### src/atic_pkg.sv
package atic_pkg;
  // Register bus geometry
  localparam int ADDR_W = 8;
  localparam int DATA_W = 32;

  // Register byte offsets
  localparam logic [7:0] OFS_STATUS = 8'h00;
  localparam logic [7:0] OFS_CTL1 = 8'h04;
  localparam logic [7:0] OFS_CTL2 = 8'h08;
  localparam logic [7:0] OFS_MASK = 8'h30;

  // Status / mask field positions
  localparam int ST_GUARD = 0;
  localparam int ST_CONV_DONE = 1;
  localparam int ST_INJ_DONE = 2;
  localparam int ST_W = 3;

  // Control one field positions
  localparam int C1_GUARD_CH_LSB = 0;
  localparam int C1_GUARD_CH_W = 5;
  localparam int C1_CONV_DONE_IE = 5;
  localparam int C1_GUARD_IE = 6;
  localparam int C1_INJ_DONE_IE = 7;
  localparam int C1_SCAN = 8;
  localparam int C1_SINGLE = 9;

  // Control two field positions
  localparam int C2_INJ_SEL_LSB = 12;
  localparam int C2_INJ_TRIG_EN = 15;
  localparam int C2_RULE_SEL_LSB = 17;
  localparam int C2_RULE_TRIG_EN = 20;
  localparam int C2_INJ_SOFT = 21;
  localparam int C2_RULE_SOFT = 22;
  localparam int SEL_W = 3;

  // Reset values
  localparam logic [ST_W-1:0] STATUS_RST = 3'h0;
  localparam logic [ST_W-1:0] MASK_RST = 3'h7;
  localparam logic [C1_GUARD_CH_W-1:0] GUARD_CH_RST = 5'h00;
  localparam logic [SEL_W-1:0] SEL_RST = 3'h0;

  // Trigger select codes
  localparam logic [SEL_W-1:0] SEL_PIN = 3'h6;
  localparam logic [SEL_W-1:0] SEL_SOFT = 3'h7;
  localparam logic [SEL_W-1:0] INJ_SEL_RSV_LO = 3'h4;
  localparam logic [SEL_W-1:0] INJ_SEL_RSV_HI = 3'h5;

  // Trigger source vector layout: rule sources first, then injected
  localparam int N_RULE_SRC = 7;
  localparam int N_INJ_SRC = 5;
  localparam int N_SRC = N_RULE_SRC + N_INJ_SRC;
  localparam int SYNC_STAGES = 2;
endpackage

### src/atic_edge_if.sv
`timescale 1ns/100ps
interface atic_edge_if #(parameter int N = 12);
  // One-cycle rise pulses, already in the control clock domain
  logic [N-1:0] rise;
  modport src (output rise);
  modport dst (input rise);
endinterface

### src/atic_ctrl.sv
`timescale 1ns/100ps
module atic_ctrl (
  // Clock and reset
  input wire logic i_ref_clk,
  input wire logic i_rstn,
  // Register port
  input wire logic [atic_pkg::ADDR_W-1:0] i_addr,
  input wire logic [atic_pkg::DATA_W-1:0] i_wdata,
  input wire logic i_wr,
  input wire logic i_rd,
  output logic [atic_pkg::DATA_W-1:0] o_rdata,
  // Trigger sources (timer1 timer_trigger_output/cc1/cc2, timer2 timer_trigger_output/cc1/cc2)
  input wire logic [5:0] i_rule_timer_evt,
  input wire logic i_rule_pin_evt,
  // Trigger sources (timer1 cc3/cc4, timer2 cc3/cc4)
  input wire logic [3:0] i_inj_timer_evt,
  input wire logic i_inj_pin_evt,
  // Converter status, same clock
  input wire logic i_rule_begin,
  input wire logic i_inj_begin,
  input wire logic i_rule_done,
  input wire logic i_inj_done,
  input wire logic i_guard_event,
  input wire logic i_result_read,
  // Converter control
  output logic o_rule_start,
  output logic o_inj_start,
  output logic o_scan_enable,
  output logic o_scan_abort,
  output logic o_guard_single,
  output logic [atic_pkg::C1_GUARD_CH_W-1:0] o_guard_channel,
  // Interrupt
  output logic o_irq
);
  atic_edge_if #(.N(atic_pkg::N_SRC)) trig ();

  // Synchronised trigger edges
  atic_edge_sync #(.N(atic_pkg::N_SRC)) u_edge (
    .i_ref_clk(i_ref_clk),
    .i_rstn(i_rstn),
    .i_raw({i_inj_pin_evt, i_inj_timer_evt, i_rule_pin_evt, i_rule_timer_evt}),
    .edge_out(trig.src)
  );

  logic [atic_pkg::C1_GUARD_CH_W-1:0] guard_ch_reg, guard_ch_next;
  logic conv_ie_reg, conv_ie_next;
  logic guard_ie_reg, guard_ie_next;
  logic inj_ie_reg, inj_ie_next;
  logic scan_reg, scan_next;
  logic single_reg, single_next;
  logic [atic_pkg::SEL_W-1:0] rule_sel_reg, rule_sel_next;
  logic [atic_pkg::SEL_W-1:0] inj_sel_reg, inj_sel_next;
  logic rule_en_reg, rule_en_next;
  logic inj_en_reg, inj_en_next;
  logic rule_soft_reg, rule_soft_next;
  logic inj_soft_reg, inj_soft_next;
  logic [atic_pkg::ST_W-1:0] status_reg, status_next;
  logic [atic_pkg::ST_W-1:0] mask_reg, mask_next;
  logic [atic_pkg::DATA_W-1:0] rdata_reg, rdata_next;
  logic rule_start_reg, rule_start_next;
  logic inj_start_reg, inj_start_next;
  logic abort_reg, abort_next;
  logic irq_reg, irq_next;

  logic wr_ctl1, wr_ctl2, wr_status, wr_mask, rd_status;
  logic rule_ext_evt, inj_ext_evt, rule_soft_set, inj_soft_set;
  logic [atic_pkg::ST_W-1:0] irq_en;
  logic [atic_pkg::ST_W-1:0] events;

  // Address decode
  assign wr_ctl1 = i_wr && (i_addr == atic_pkg::OFS_CTL1);
  assign wr_ctl2 = i_wr && (i_addr == atic_pkg::OFS_CTL2);
  assign wr_status = i_wr && (i_addr == atic_pkg::OFS_STATUS);
  assign wr_mask = i_wr && (i_addr == atic_pkg::OFS_MASK);
  assign rd_status = i_rd && (i_addr == atic_pkg::OFS_STATUS);

  // A write of 1 to a soft start bit is the software trigger event
  assign rule_soft_set = wr_ctl2 && i_wdata[atic_pkg::C2_RULE_SOFT];
  assign inj_soft_set = wr_ctl2 && i_wdata[atic_pkg::C2_INJ_SOFT];

  // Rule source mux: codes 0..6 index the edge vector directly
  // Follows the select being written, so a reselect takes hold at once
  always_comb begin
    rule_ext_evt = 1'b0;
    if (rule_sel_next != atic_pkg::SEL_SOFT) begin
      rule_ext_evt = trig.rise[rule_sel_next];
    end
  end

  // Injected source mux; reserved codes never fire
  always_comb begin
    inj_ext_evt = 1'b0;
    if (inj_sel_next == atic_pkg::SEL_PIN) begin
      inj_ext_evt = trig.rise[atic_pkg::N_SRC-1];
    end else if (inj_sel_next < atic_pkg::INJ_SEL_RSV_LO) begin
      inj_ext_evt = trig.rise[atic_pkg::N_RULE_SRC + 32'(inj_sel_next)];
    end
  end

  // Control one: watchdog scope, scan and interrupt enables
  always_comb begin
    guard_ch_next = guard_ch_reg;
    conv_ie_next = conv_ie_reg;
    guard_ie_next = guard_ie_reg;
    inj_ie_next = inj_ie_reg;
    scan_next = scan_reg;
    single_next = single_reg;
    if (wr_ctl1) begin
      guard_ch_next = i_wdata[atic_pkg::C1_GUARD_CH_LSB +: atic_pkg::C1_GUARD_CH_W];
      conv_ie_next = i_wdata[atic_pkg::C1_CONV_DONE_IE];
      guard_ie_next = i_wdata[atic_pkg::C1_GUARD_IE];
      inj_ie_next = i_wdata[atic_pkg::C1_INJ_DONE_IE];
      scan_next = i_wdata[atic_pkg::C1_SCAN];
      single_next = i_wdata[atic_pkg::C1_SINGLE];
    end
  end

  always_ff @(posedge i_ref_clk or negedge i_rstn) begin
    if (!i_rstn) begin
      guard_ch_reg <= atic_pkg::GUARD_CH_RST;
      conv_ie_reg <= 1'b0;
      guard_ie_reg <= 1'b0;
      inj_ie_reg <= 1'b0;
      scan_reg <= 1'b0;
      single_reg <= 1'b0;
    end else begin
      guard_ch_reg <= guard_ch_next;
      conv_ie_reg <= conv_ie_next;
      guard_ie_reg <= guard_ie_next;
      inj_ie_reg <= inj_ie_next;
      scan_reg <= scan_next;
      single_reg <= single_next;
    end
  end

  // Control two: trigger setup and soft start bits
  always_comb begin
    rule_sel_next = rule_sel_reg;
    inj_sel_next = inj_sel_reg;
    rule_en_next = rule_en_reg;
    inj_en_next = inj_en_reg;
    rule_soft_next = rule_soft_reg;
    inj_soft_next = inj_soft_reg;
    if (i_rule_begin) begin
      rule_soft_next = 1'b0;
    end
    if (i_inj_begin) begin
      inj_soft_next = 1'b0;
    end
    if (wr_ctl2) begin
      rule_sel_next = i_wdata[atic_pkg::C2_RULE_SEL_LSB +: atic_pkg::SEL_W];
      inj_sel_next = i_wdata[atic_pkg::C2_INJ_SEL_LSB +: atic_pkg::SEL_W];
      rule_en_next = i_wdata[atic_pkg::C2_RULE_TRIG_EN];
      inj_en_next = i_wdata[atic_pkg::C2_INJ_TRIG_EN];
      // Writing 0 cannot withdraw a pending rule request; new request beats begin
      if (rule_soft_set) begin
        rule_soft_next = 1'b1;
      end
      // Injected request may be set or withdrawn by software
      inj_soft_next = i_wdata[atic_pkg::C2_INJ_SOFT] | (inj_soft_reg & ~i_inj_begin &
        i_wdata[atic_pkg::C2_INJ_SOFT]);
    end
  end

  always_ff @(posedge i_ref_clk or negedge i_rstn) begin
    if (!i_rstn) begin
      rule_sel_reg <= atic_pkg::SEL_RST;
      inj_sel_reg <= atic_pkg::SEL_RST;
      rule_en_reg <= 1'b0;
      inj_en_reg <= 1'b0;
      rule_soft_reg <= 1'b0;
      inj_soft_reg <= 1'b0;
    end else begin
      rule_sel_reg <= rule_sel_next;
      inj_sel_reg <= inj_sel_next;
      rule_en_reg <= rule_en_next;
      inj_en_reg <= inj_en_next;
      rule_soft_reg <= rule_soft_next;
      inj_soft_reg <= inj_soft_next;
    end
  end

  // Start pulses: one per trigger edge or per software write of 1
  // Gates use the values being written, so one write can set up and fire,
  // and a write that disables the trigger also stops a start in that cycle
  always_comb begin
    rule_start_next = 1'b0;
    inj_start_next = 1'b0;
    if (rule_en_next) begin
      rule_start_next = (rule_sel_next == atic_pkg::SEL_SOFT) ? rule_soft_set
                                                               : rule_ext_evt;
    end
    if (inj_en_next) begin
      inj_start_next = (inj_sel_next == atic_pkg::SEL_SOFT) ? inj_soft_set
                                                             : inj_ext_evt;
    end
  end

  // Sticky status: set beats every clear in the same cycle
  assign events = {i_inj_done, i_rule_done | i_inj_done, i_guard_event};
  assign irq_en = {inj_ie_reg, conv_ie_reg, guard_ie_reg};

  always_comb begin
    status_next = status_reg;
    mask_next = mask_reg;
    if (wr_status) begin
      status_next = status_reg & i_wdata[atic_pkg::ST_W-1:0];
    end
    if (rd_status) begin
      status_next = '0;
    end
    if (i_result_read) begin
      status_next[atic_pkg::ST_CONV_DONE] = 1'b0;
    end
    status_next = status_next | events;
    if (wr_mask) begin
      mask_next = i_wdata[atic_pkg::ST_W-1:0];
    end
  end

  // Interrupt and scan abort, registered
  always_comb begin
    irq_next = |(status_next & irq_en & mask_next);
    abort_next = scan_reg & guard_ie_reg & i_guard_event;
  end

  // Read mux; unmapped addresses and reserved bits read zero
  always_comb begin
    rdata_next = '0;
    if (i_rd) begin
      unique case (i_addr)
        atic_pkg::OFS_STATUS: rdata_next[atic_pkg::ST_W-1:0] = status_reg;
        atic_pkg::OFS_MASK: rdata_next[atic_pkg::ST_W-1:0] = mask_reg;
        atic_pkg::OFS_CTL1: begin
          rdata_next[atic_pkg::C1_GUARD_CH_LSB +: atic_pkg::C1_GUARD_CH_W] = guard_ch_reg;
          rdata_next[atic_pkg::C1_CONV_DONE_IE] = conv_ie_reg;
          rdata_next[atic_pkg::C1_GUARD_IE] = guard_ie_reg;
          rdata_next[atic_pkg::C1_INJ_DONE_IE] = inj_ie_reg;
          rdata_next[atic_pkg::C1_SCAN] = scan_reg;
          rdata_next[atic_pkg::C1_SINGLE] = single_reg;
        end
        atic_pkg::OFS_CTL2: begin
          rdata_next[atic_pkg::C2_INJ_SEL_LSB +: atic_pkg::SEL_W] = inj_sel_reg;
          rdata_next[atic_pkg::C2_INJ_TRIG_EN] = inj_en_reg;
          rdata_next[atic_pkg::C2_RULE_SEL_LSB +: atic_pkg::SEL_W] = rule_sel_reg;
          rdata_next[atic_pkg::C2_RULE_TRIG_EN] = rule_en_reg;
          rdata_next[atic_pkg::C2_INJ_SOFT] = inj_soft_reg;
          rdata_next[atic_pkg::C2_RULE_SOFT] = rule_soft_reg;
        end
        default: rdata_next = '0;
      endcase
    end
  end

  always_ff @(posedge i_ref_clk or negedge i_rstn) begin
    if (!i_rstn) begin
      status_reg <= atic_pkg::STATUS_RST;
      mask_reg <= atic_pkg::MASK_RST;
      rdata_reg <= '0;
      rule_start_reg <= 1'b0;
      inj_start_reg <= 1'b0;
      abort_reg <= 1'b0;
      irq_reg <= 1'b0;
    end else begin
      status_reg <= status_next;
      mask_reg <= mask_next;
      rdata_reg <= rdata_next;
      rule_start_reg <= rule_start_next;
      inj_start_reg <= inj_start_next;
      abort_reg <= abort_next;
      irq_reg <= irq_next;
    end
  end

  // Outputs straight from flip-flops
  assign o_rdata = rdata_reg;
  assign o_rule_start = rule_start_reg;
  assign o_inj_start = inj_start_reg;
  assign o_scan_enable = scan_reg;
  assign o_scan_abort = abort_reg;
  assign o_guard_single = single_reg;
  assign o_guard_channel = guard_ch_reg;
  assign o_irq = irq_reg;
endmodule

### src/atic_edge_sync.sv
`timescale 1ns/100ps
module atic_edge_sync #(
  parameter int N = 12
) (
  // Clock and reset
  input wire logic i_ref_clk,
  input wire logic i_rstn,
  // Raw trigger levels from timers and pins
  input wire logic [N-1:0] i_raw,
  // Rise pulses towards the control logic
  atic_edge_if.src edge_out
);
  logic [N-1:0] meta_reg;
  logic [N-1:0] sync_reg;
  logic [N-1:0] prev_reg;
  logic [N-1:0] meta_next;
  logic [N-1:0] sync_next;
  logic [N-1:0] prev_next;

  // Per-source two-stage synchroniser and edge history
  for (genvar g = 0; g < N; g++) begin : g_src
    always_comb begin
      meta_next[g] = i_raw[g];
      sync_next[g] = meta_reg[g];
      prev_next[g] = sync_reg[g];
    end

    always_ff @(posedge i_ref_clk or negedge i_rstn) begin
      if (!i_rstn) begin
        meta_reg[g] <= 1'b0;
        sync_reg[g] <= 1'b0;
        prev_reg[g] <= 1'b0;
      end else begin
        meta_reg[g] <= meta_next[g];
        sync_reg[g] <= sync_next[g];
        prev_reg[g] <= prev_next[g];
      end
    end

    // Rising edge only, so a long trigger level yields one event
    assign edge_out.rise[g] = sync_reg[g] & ~prev_reg[g];
  end
endmodule

### config.mk
export PLATFORM = sky130hd
export DESIGN_NAME = atic_ctrl
export DESIGN_NICKNAME = d
export VERILOG_FILES = /design/src/atic_pkg.sv /design/src/atic_edge_if.sv /design/src/atic_ctrl.sv /design/src/atic_edge_sync.sv
export SDC_FILE = /design/constraint.sdc
export NUM_CORES = 1
export LEC_CHECK = 0
export BUFFER_PORTS_ARGS = -buffer_cell sky130_fd_sc_hd__buf_2
export CORE_MARGIN = 5
export CORE_UTILIZATION = 50
export DETAILED_ROUTE_END_ITERATION = 6
export PLACE_DENSITY = 0.79
export SLEW_MARGIN = 20
export SYNTH_ARGS = -nofsm -noshare
export SYNTH_HDL_FRONTEND = slang
export SYNTH_SLANG_ARGS = --single-unit
### constraint.sdc
create_clock -name i_ref_clk -period 2.1 [get_ports i_ref_clk]
set_input_delay 0.105 -clock i_ref_clk [delete_from_list [all_inputs] [get_ports i_ref_clk]]
set_output_delay 0.105 -clock i_ref_clk [all_outputs]
set_load 0.03 [all_outputs]
== Yosys cells after proc, flatten, opt, wreduce, memory -nomap -nowiden ==
Cells that the tools add are included.

* Register bits after elaboration: 98
* Output and inout port bits: 43
* Logic and storage cells: 140
* Input port bits: 62

* Add/subtract/negate cells: 1
* Mux-type cells: 29
* $lt $le $gt $ge: 3
* Bitwise operators: 35
* Reduce and logical (&&, ||, !) cells: 10
* Eq/ne operators: 7

{| class="wikitable"
|+ Operators with widths
! kind !! number
|-
| 2-to-1 mux 23 bit || 1
|-
| 2-to-1 mux 1 bit || 17
|-
| AND 1 bit || 16
|-
| 2-to-1 mux 3 bit || 5
|-
| NOT 1 bit || 13
|-
| AND 3 bit || 3
|-
| == test 3 bit (second input constant) || 3
|-
| case mux 3 bit (3 select lines) || 1
|-
| == test 8 x 3 -> 1 bit (second input constant) || 1
|-
| == test 8 x 4 -> 1 bit (second input constant) || 1
|-
| == test 8 x 6 -> 1 bit (second input constant) || 1
|-
| logical NOT 8 bit || 1
|-
| logical AND 1 bit || 7
|-
| 2-to-1 mux 7 bit || 1
|-
| 2-to-1 mux 6 bit || 1
|-
| less-than comparator 3 x 5 -> 1 bit (second input constant) || 1
|-
| less-than comparator 4 x 5 -> 1 bit (second input constant) || 1
|-
| adder 3 x 3 -> 4 bit (first input constant) || 1
|-
| binary-select mux 1 bit (select 4 bit) || 1
|-
| 2-to-1 mux 4 bit || 1
|-
| binary-select mux 1 bit (select 3 bit) || 1
|-
| less-than comparator 3 bit (second input constant) || 1
|-
| inequality test 3 bit (second input constant) || 1
|-
| OR 3 bit || 1
|-
| other kinds (3) || 4
|}

== Logic depth before layout (Yosys ltp) ==
* Depth after elaboration: 10
* Depth in mapped cells: 11
* Gate-level depth less buffers: 9

== Cells and area by module ==
A second synthesis with hierarchy kept.

* Cell total of the unflattened synthesis: 270
* Area total of the unflattened synthesis: 3,424.5 µm²

{| class="wikitable"
|+ Modules (own cells, without submodules)
! module !! cells each !! instances !! sequential area each (µm²) !! area an instance (µm²)
|-
| atic_ctrl || 222 || 1 || 1,255.0 || 2,358.5
|-
| atic_edge_sync || 48 || 1 || 900.9 || 1,066.0
|}

== Least setup slack after synthesis ==
Ideal clock, no wire load.

* Kind: input to register
* Start: input port i_addr[2] (netlist name)
* End: register inj_start_reg, in the netlist o_inj_start
* Arrival time: 2.110 ns
* Required time: 1.964 ns
* Buffers on the path: 1
* Path slack: -0.146 ns
* Library setup time: 0.136 ns
* Stages on the path: 10
* Path through: buf_6 > or4b_4 > o31ai_1 > nand2_1 > ha_1 > nor2_1 > nand2_1 > o21ai_0 > a221oi_1 > a221oi_1

* Word-level cells in the longest chain between the ends: 10
* Elaborated cells between the ends (all ways): 15
* Those cells by class: add/sub (1); order compare (1); eq/ne (3); mux (8); reduce/logical (2)

{| class="wikitable"
|+ Ends and longest elaborated chain
! element !! line !! RTL
|-
| from (decl) || atic_ctrl.sv:7 || <nowiki>input wire logic [atic_pkg::ADDR_W-1:0] i_addr,</nowiki>
|-
| == test 8 x 4 -> 1 bit * || atic_ctrl.sv:72 || <nowiki>assign wr_ctl2 = i_wr && (i_addr == atic_pkg::OFS_CTL2);</nowiki>
|-
| logical AND 1 bit * || atic_ctrl.sv:72 ||
|-
| 2-to-1 mux 3 bit || atic_ctrl.sv:150 || <nowiki>if (wr_ctl2) begin</nowiki>
|-
| adder 3 x 3 -> 4 bit || atic_ctrl.sv:96 || <nowiki>inj_ext_evt = trig.rise[atic_pkg::N_RULE_SRC + 32'(inj_sel_next)];</nowiki>
|-
| binary-select mux 1 bit (select 4 bit) || atic_ctrl.sv:96 ||
|-
| 2-to-1 mux 1 bit (not written as such) || atic_ctrl.sv:96 ||
|-
| 2-to-1 mux 1 bit || atic_ctrl.sv:95 || <nowiki>end else if (inj_sel_next < atic_pkg::INJ_SEL_RSV_LO) begin</nowiki>
|-
| 2-to-1 mux 1 bit || atic_ctrl.sv:93 || <nowiki>if (inj_sel_next == atic_pkg::SEL_PIN) begin</nowiki>
|-
| 2-to-1 mux 1 bit || atic_ctrl.sv:194 || <nowiki>inj_start_next = (inj_sel_next == atic_pkg::SEL_SOFT) ? inj_soft_set</nowiki>
|-
| 2-to-1 mux 1 bit * || atic_ctrl.sv:193 || <nowiki>if (inj_en_next) begin</nowiki>
|-
| via inj_start_next || atic_ctrl.sv:61 || <nowiki>logic inj_start_reg, inj_start_next;</nowiki>
|-
| to (signal assigned) || atic_ctrl.sv:269 || <nowiki>inj_start_reg <= inj_start_next;</nowiki>
|-
| to (decl) || atic_ctrl.sv:61 ||
|}

The timed path passes the listed nets; every way through them passes the cells marked *. The select of a mux whose other input is x is not followed.
A chain may end at the register's enable or synchronous reset.

== Worst setup path after layout ==
* Start: input port i_addr[4] (netlist name)
* End: register inj_start_reg, in the netlist o_inj_start

The elaborated chain is that of the path after synthesis.

==> metrics.md <==
| Metric | Value |
|---|---|
| CP Launch Type | primary input |
| Die Area | 8330 um^2 |
| Synth warn | 0 |
| Layout area overhead | 32.2% |
| Max Cap Viol | 0 |
| Root buffer cell | clkbuf_8 |
| Peak fanout along the critical path | 5 |
| Period Utilization, post-route | 86.9% |
| Hold path start | i_wdata[15] |
| Ports | 105 |
| Final worst slack | 0.276 ns |
| Yosys cell types | 52 |
| Slew HR | 62.4% |
| Met3 GRT Util | 3.88% |
| Max-slew violation count | 0 |
| TritonCTS clock tree | done |
| Initial antenna violation count | 0 |
| Die Wd | 91.3 um |
| Worst Hold Depth | 3 |
| Detailed Routing Iterations Pass 1 | 4 |
| Clock slew at reported path FFs | 0.08 ns |
| Internal power | 2.52 mW |
| Ranking of synthesized cells by area | dfrtp_1, mux2_2, buf_4, dfstp_2, inv_1 |
| Post-DP HPWL | 4.83 mm |
| Worst R2R Path Depth | 7 |
| First-pass GRT wire length | 11.1 mm |
| Hold WC Path Type | in2reg |
| Ys flop type | dfrtp_1 |
| Largest net degree at the start of global routing | 58 |
| Comb pwr share | 9.0% |
| Pwr Density | 749 nW/um^2 |
| CTS max path bufs | 2 |
| Crit end category | flip-flop |
| Overflow after GRT | 0 |
| Worst Path Required | 2.32 ns |
| Chip height | 91.3 um |
| Net load switching power | 755 uW |
| Total routed wirelength | 6.57 mm |
| Mapped Area | 3300 um^2 |
| IO Port Bufs | 80 |
| Clk_lat worst skew | 0.34 ns |
| TritonCTS Sinks | 86 |
| Worst slack, placed | -0.0783 ns |
| Peak Freq | 548 MHz |
| Slew @ Worst Pin | 0.560 ns |
| Finished Cell Area | 4370 um^2 |
| Sequential share of power | 53.1% |
| Per-cell routed wire length | 14.4 um |
| Synth Area per Inst | 13.3 um^2 |
| Cell Rows | 29 |
| Total track usage | 16.5% |
| Vias in the first global route | 2,377 |
| Post-Route Utilization | 68.4% |
| Initial Utilization | 51.7% |
| Register bit total from synthesis | 86 |
| Leak | 2.21 nW |
| RSZ-0062 raised after global routing | no |
| Hold Vio Cnt, Final | 0 |
| Post-route DRC | 0 |
| Via count | 2,241 |
| Quantity of hold-fixing buffers added after cts | 26 |
| Setup CP Type | in2reg |
| Worst Hold End | inj_en_reg$_DFF_PN0_ |
| Busiest grt layer | met2 |
| Worst flop-to-flop path endpoint | o_inj_start$_DFF_PN0_ |
| Crit path time final | 1.82 ns |
| Cells after Synth | 248 |
| Commonest non-fill, non-tap cells in the layout | dfrtp_1, buf_2, dlygate4sd3_1, mux2_2, inv_1 |
| Iter 0 DRT Violations | 79 |
| Nets | 436 |
| Sw frac | 23.1% |
| GRT met1 Usage | 21.6% |
| VDD IR max | 655 uV |
| Area share of the largest cell type after synthesis | 62.9% |
| # Post-CTS Setup Buffers | 0 |
| Asr flop ratio synth | 100% |
| Reg-to-reg slack, setup | 0.47 ns |
| Area leader, netlist | dfrtp_1 |
| GPL Wtd Cong | 0.868 |
| Total power | 3.27 mW |
| Most common cell after layout, fill and taps aside | dfrtp_1 |
| Total CTS buffers | 9 |
| Crit path DAT | 2.04 ns |
| Max FFs per register | 20 |
| Final setup viols | 0 |
| Cells resized by post-CTS repair | 0 |
| Share of cells above drive strength 1 | 38.6% |
| Placed cell areas | 3890 um^2 |
| RR Startpoint | inj_sel_reg[0]$_DFF_PN0_ |
| Core box area | 6390 um^2 |
| Seq/Total Area, Yosys | 65.2% |
| Layout Skew | 0.00795 ns |
| EDFF count, synth | 0 |
| Run status | complete, no violations |
| Final antenna-violating net count | 0 |
| N_diodes | 0 |
| H-Tree Depth | 3 |
| Met2 Track Usage GR | 26.1% |
| Clock power frac | 37.9% |
| Vias per cell | 4.93 |
-- worst max-delay path: stages --
cell and delay (ns):
buf_2 0.10, or4_4 0.56, o31ai_4 0.29, nand2_1 0.14
ha_4 0.31, nor2_1 0.05, nand2_1 0.05, o21ai_0 0.08
a221oi_1 0.25, a221oi_1 0.11
-- routing by layer --
| metal | part of all wire (%) | vias up |
|---|---|---|
| met1 | 43 | 1066 |
| met4 | 1.7 | 0 |
| met5 | 0 | - |
| met2 | 48 | 77 |
| met3 | 6.9 | 8 |
| li1 | - | 1090 |
-- power by group through the flow --
stage	Clock [mW]	Sequential [mW]	Combinational, mW
2_1_floorplan	0	1.78	0.133
3_3_place_gp	0	1.77	0.254
3_5_place_dp	0	1.77	0.259
4_1_cts	1.27	1.74	0.296
5_1_grt	1.34	1.75	0.324
6_report	1.24	1.74	0.294
-- worst max-delay path by stage --
stage / from / to / cells after the start
after floorplan: i_addr[2] / o_inj_start$_DFF_PN0_ / 11
after global placement: i_addr[4] / o_inj_start$_DFF_PN0_ / 10
after CTS: i_addr[4] / o_inj_start$_DFF_PN0_ / 10
after detailed placement: i_addr[4] / o_inj_start$_DFF_PN0_ / 10
final: i_addr[4] / o_inj_start$_DFF_PN0_ / 10
after global routing: i_addr[4] / o_inj_start$_DFF_PN0_ / 10
-- layout make-up --
class,instances,area [um^2]
clock buffers,9,124
clock inverters,7,96.3
fillers,482,2020
inverters,19,71.3
multi-input cells,136,1040
flip-flops and latches,86,2160
well taps,77,96.3
repair buffers,121,788
-- cell families (layout without fill, tap and decap cells) --
logic type / Yosys count / count (layout) / synth area share [%]
flops: 86 / 86 / 65.2
simple gates: 67 / 67 / 12.4
buf+inv: 37 / 156 / 5.87
compound gates: 33 / 33 / 8.25
mux: 23 / 23 / 7.72
fa+ha+maj: 1 / 1 / 0.379
other cells: 1 / 12 / 0.113
-- Yosys cell counts, drive strengths merged, types with 2 or more instances --
master and count:
dfrtp 83, mux2 20, inv 19, buf 16, and2 11, nor2 11
nand2 8, nand3 8, nor2b 7, nand4 6, o31ai 4, a211o 3
a21oi 3, a22oi 3, and3 3, dfstp 3, mux2i 3, nand2b 3
o2111ai 3, o21ai 3, a21o 2, a221oi 2, a31oi 2, a32o 2
clkbuf 2, nand4b 2, nor4b 2
-- per-stage QoR --
stage               cells  hold WS [ns]  TNS (ns)
detailed placement    413        0.0547   -0.0783
CTS                   455        0.0296         0
global route          455        0.0411         0
floorplan             259        -0.191         0
finish                455        0.0461         0
global placement      413        0.0536  -0.00102
No activity file was read; power rests on OpenSTA's default activity.
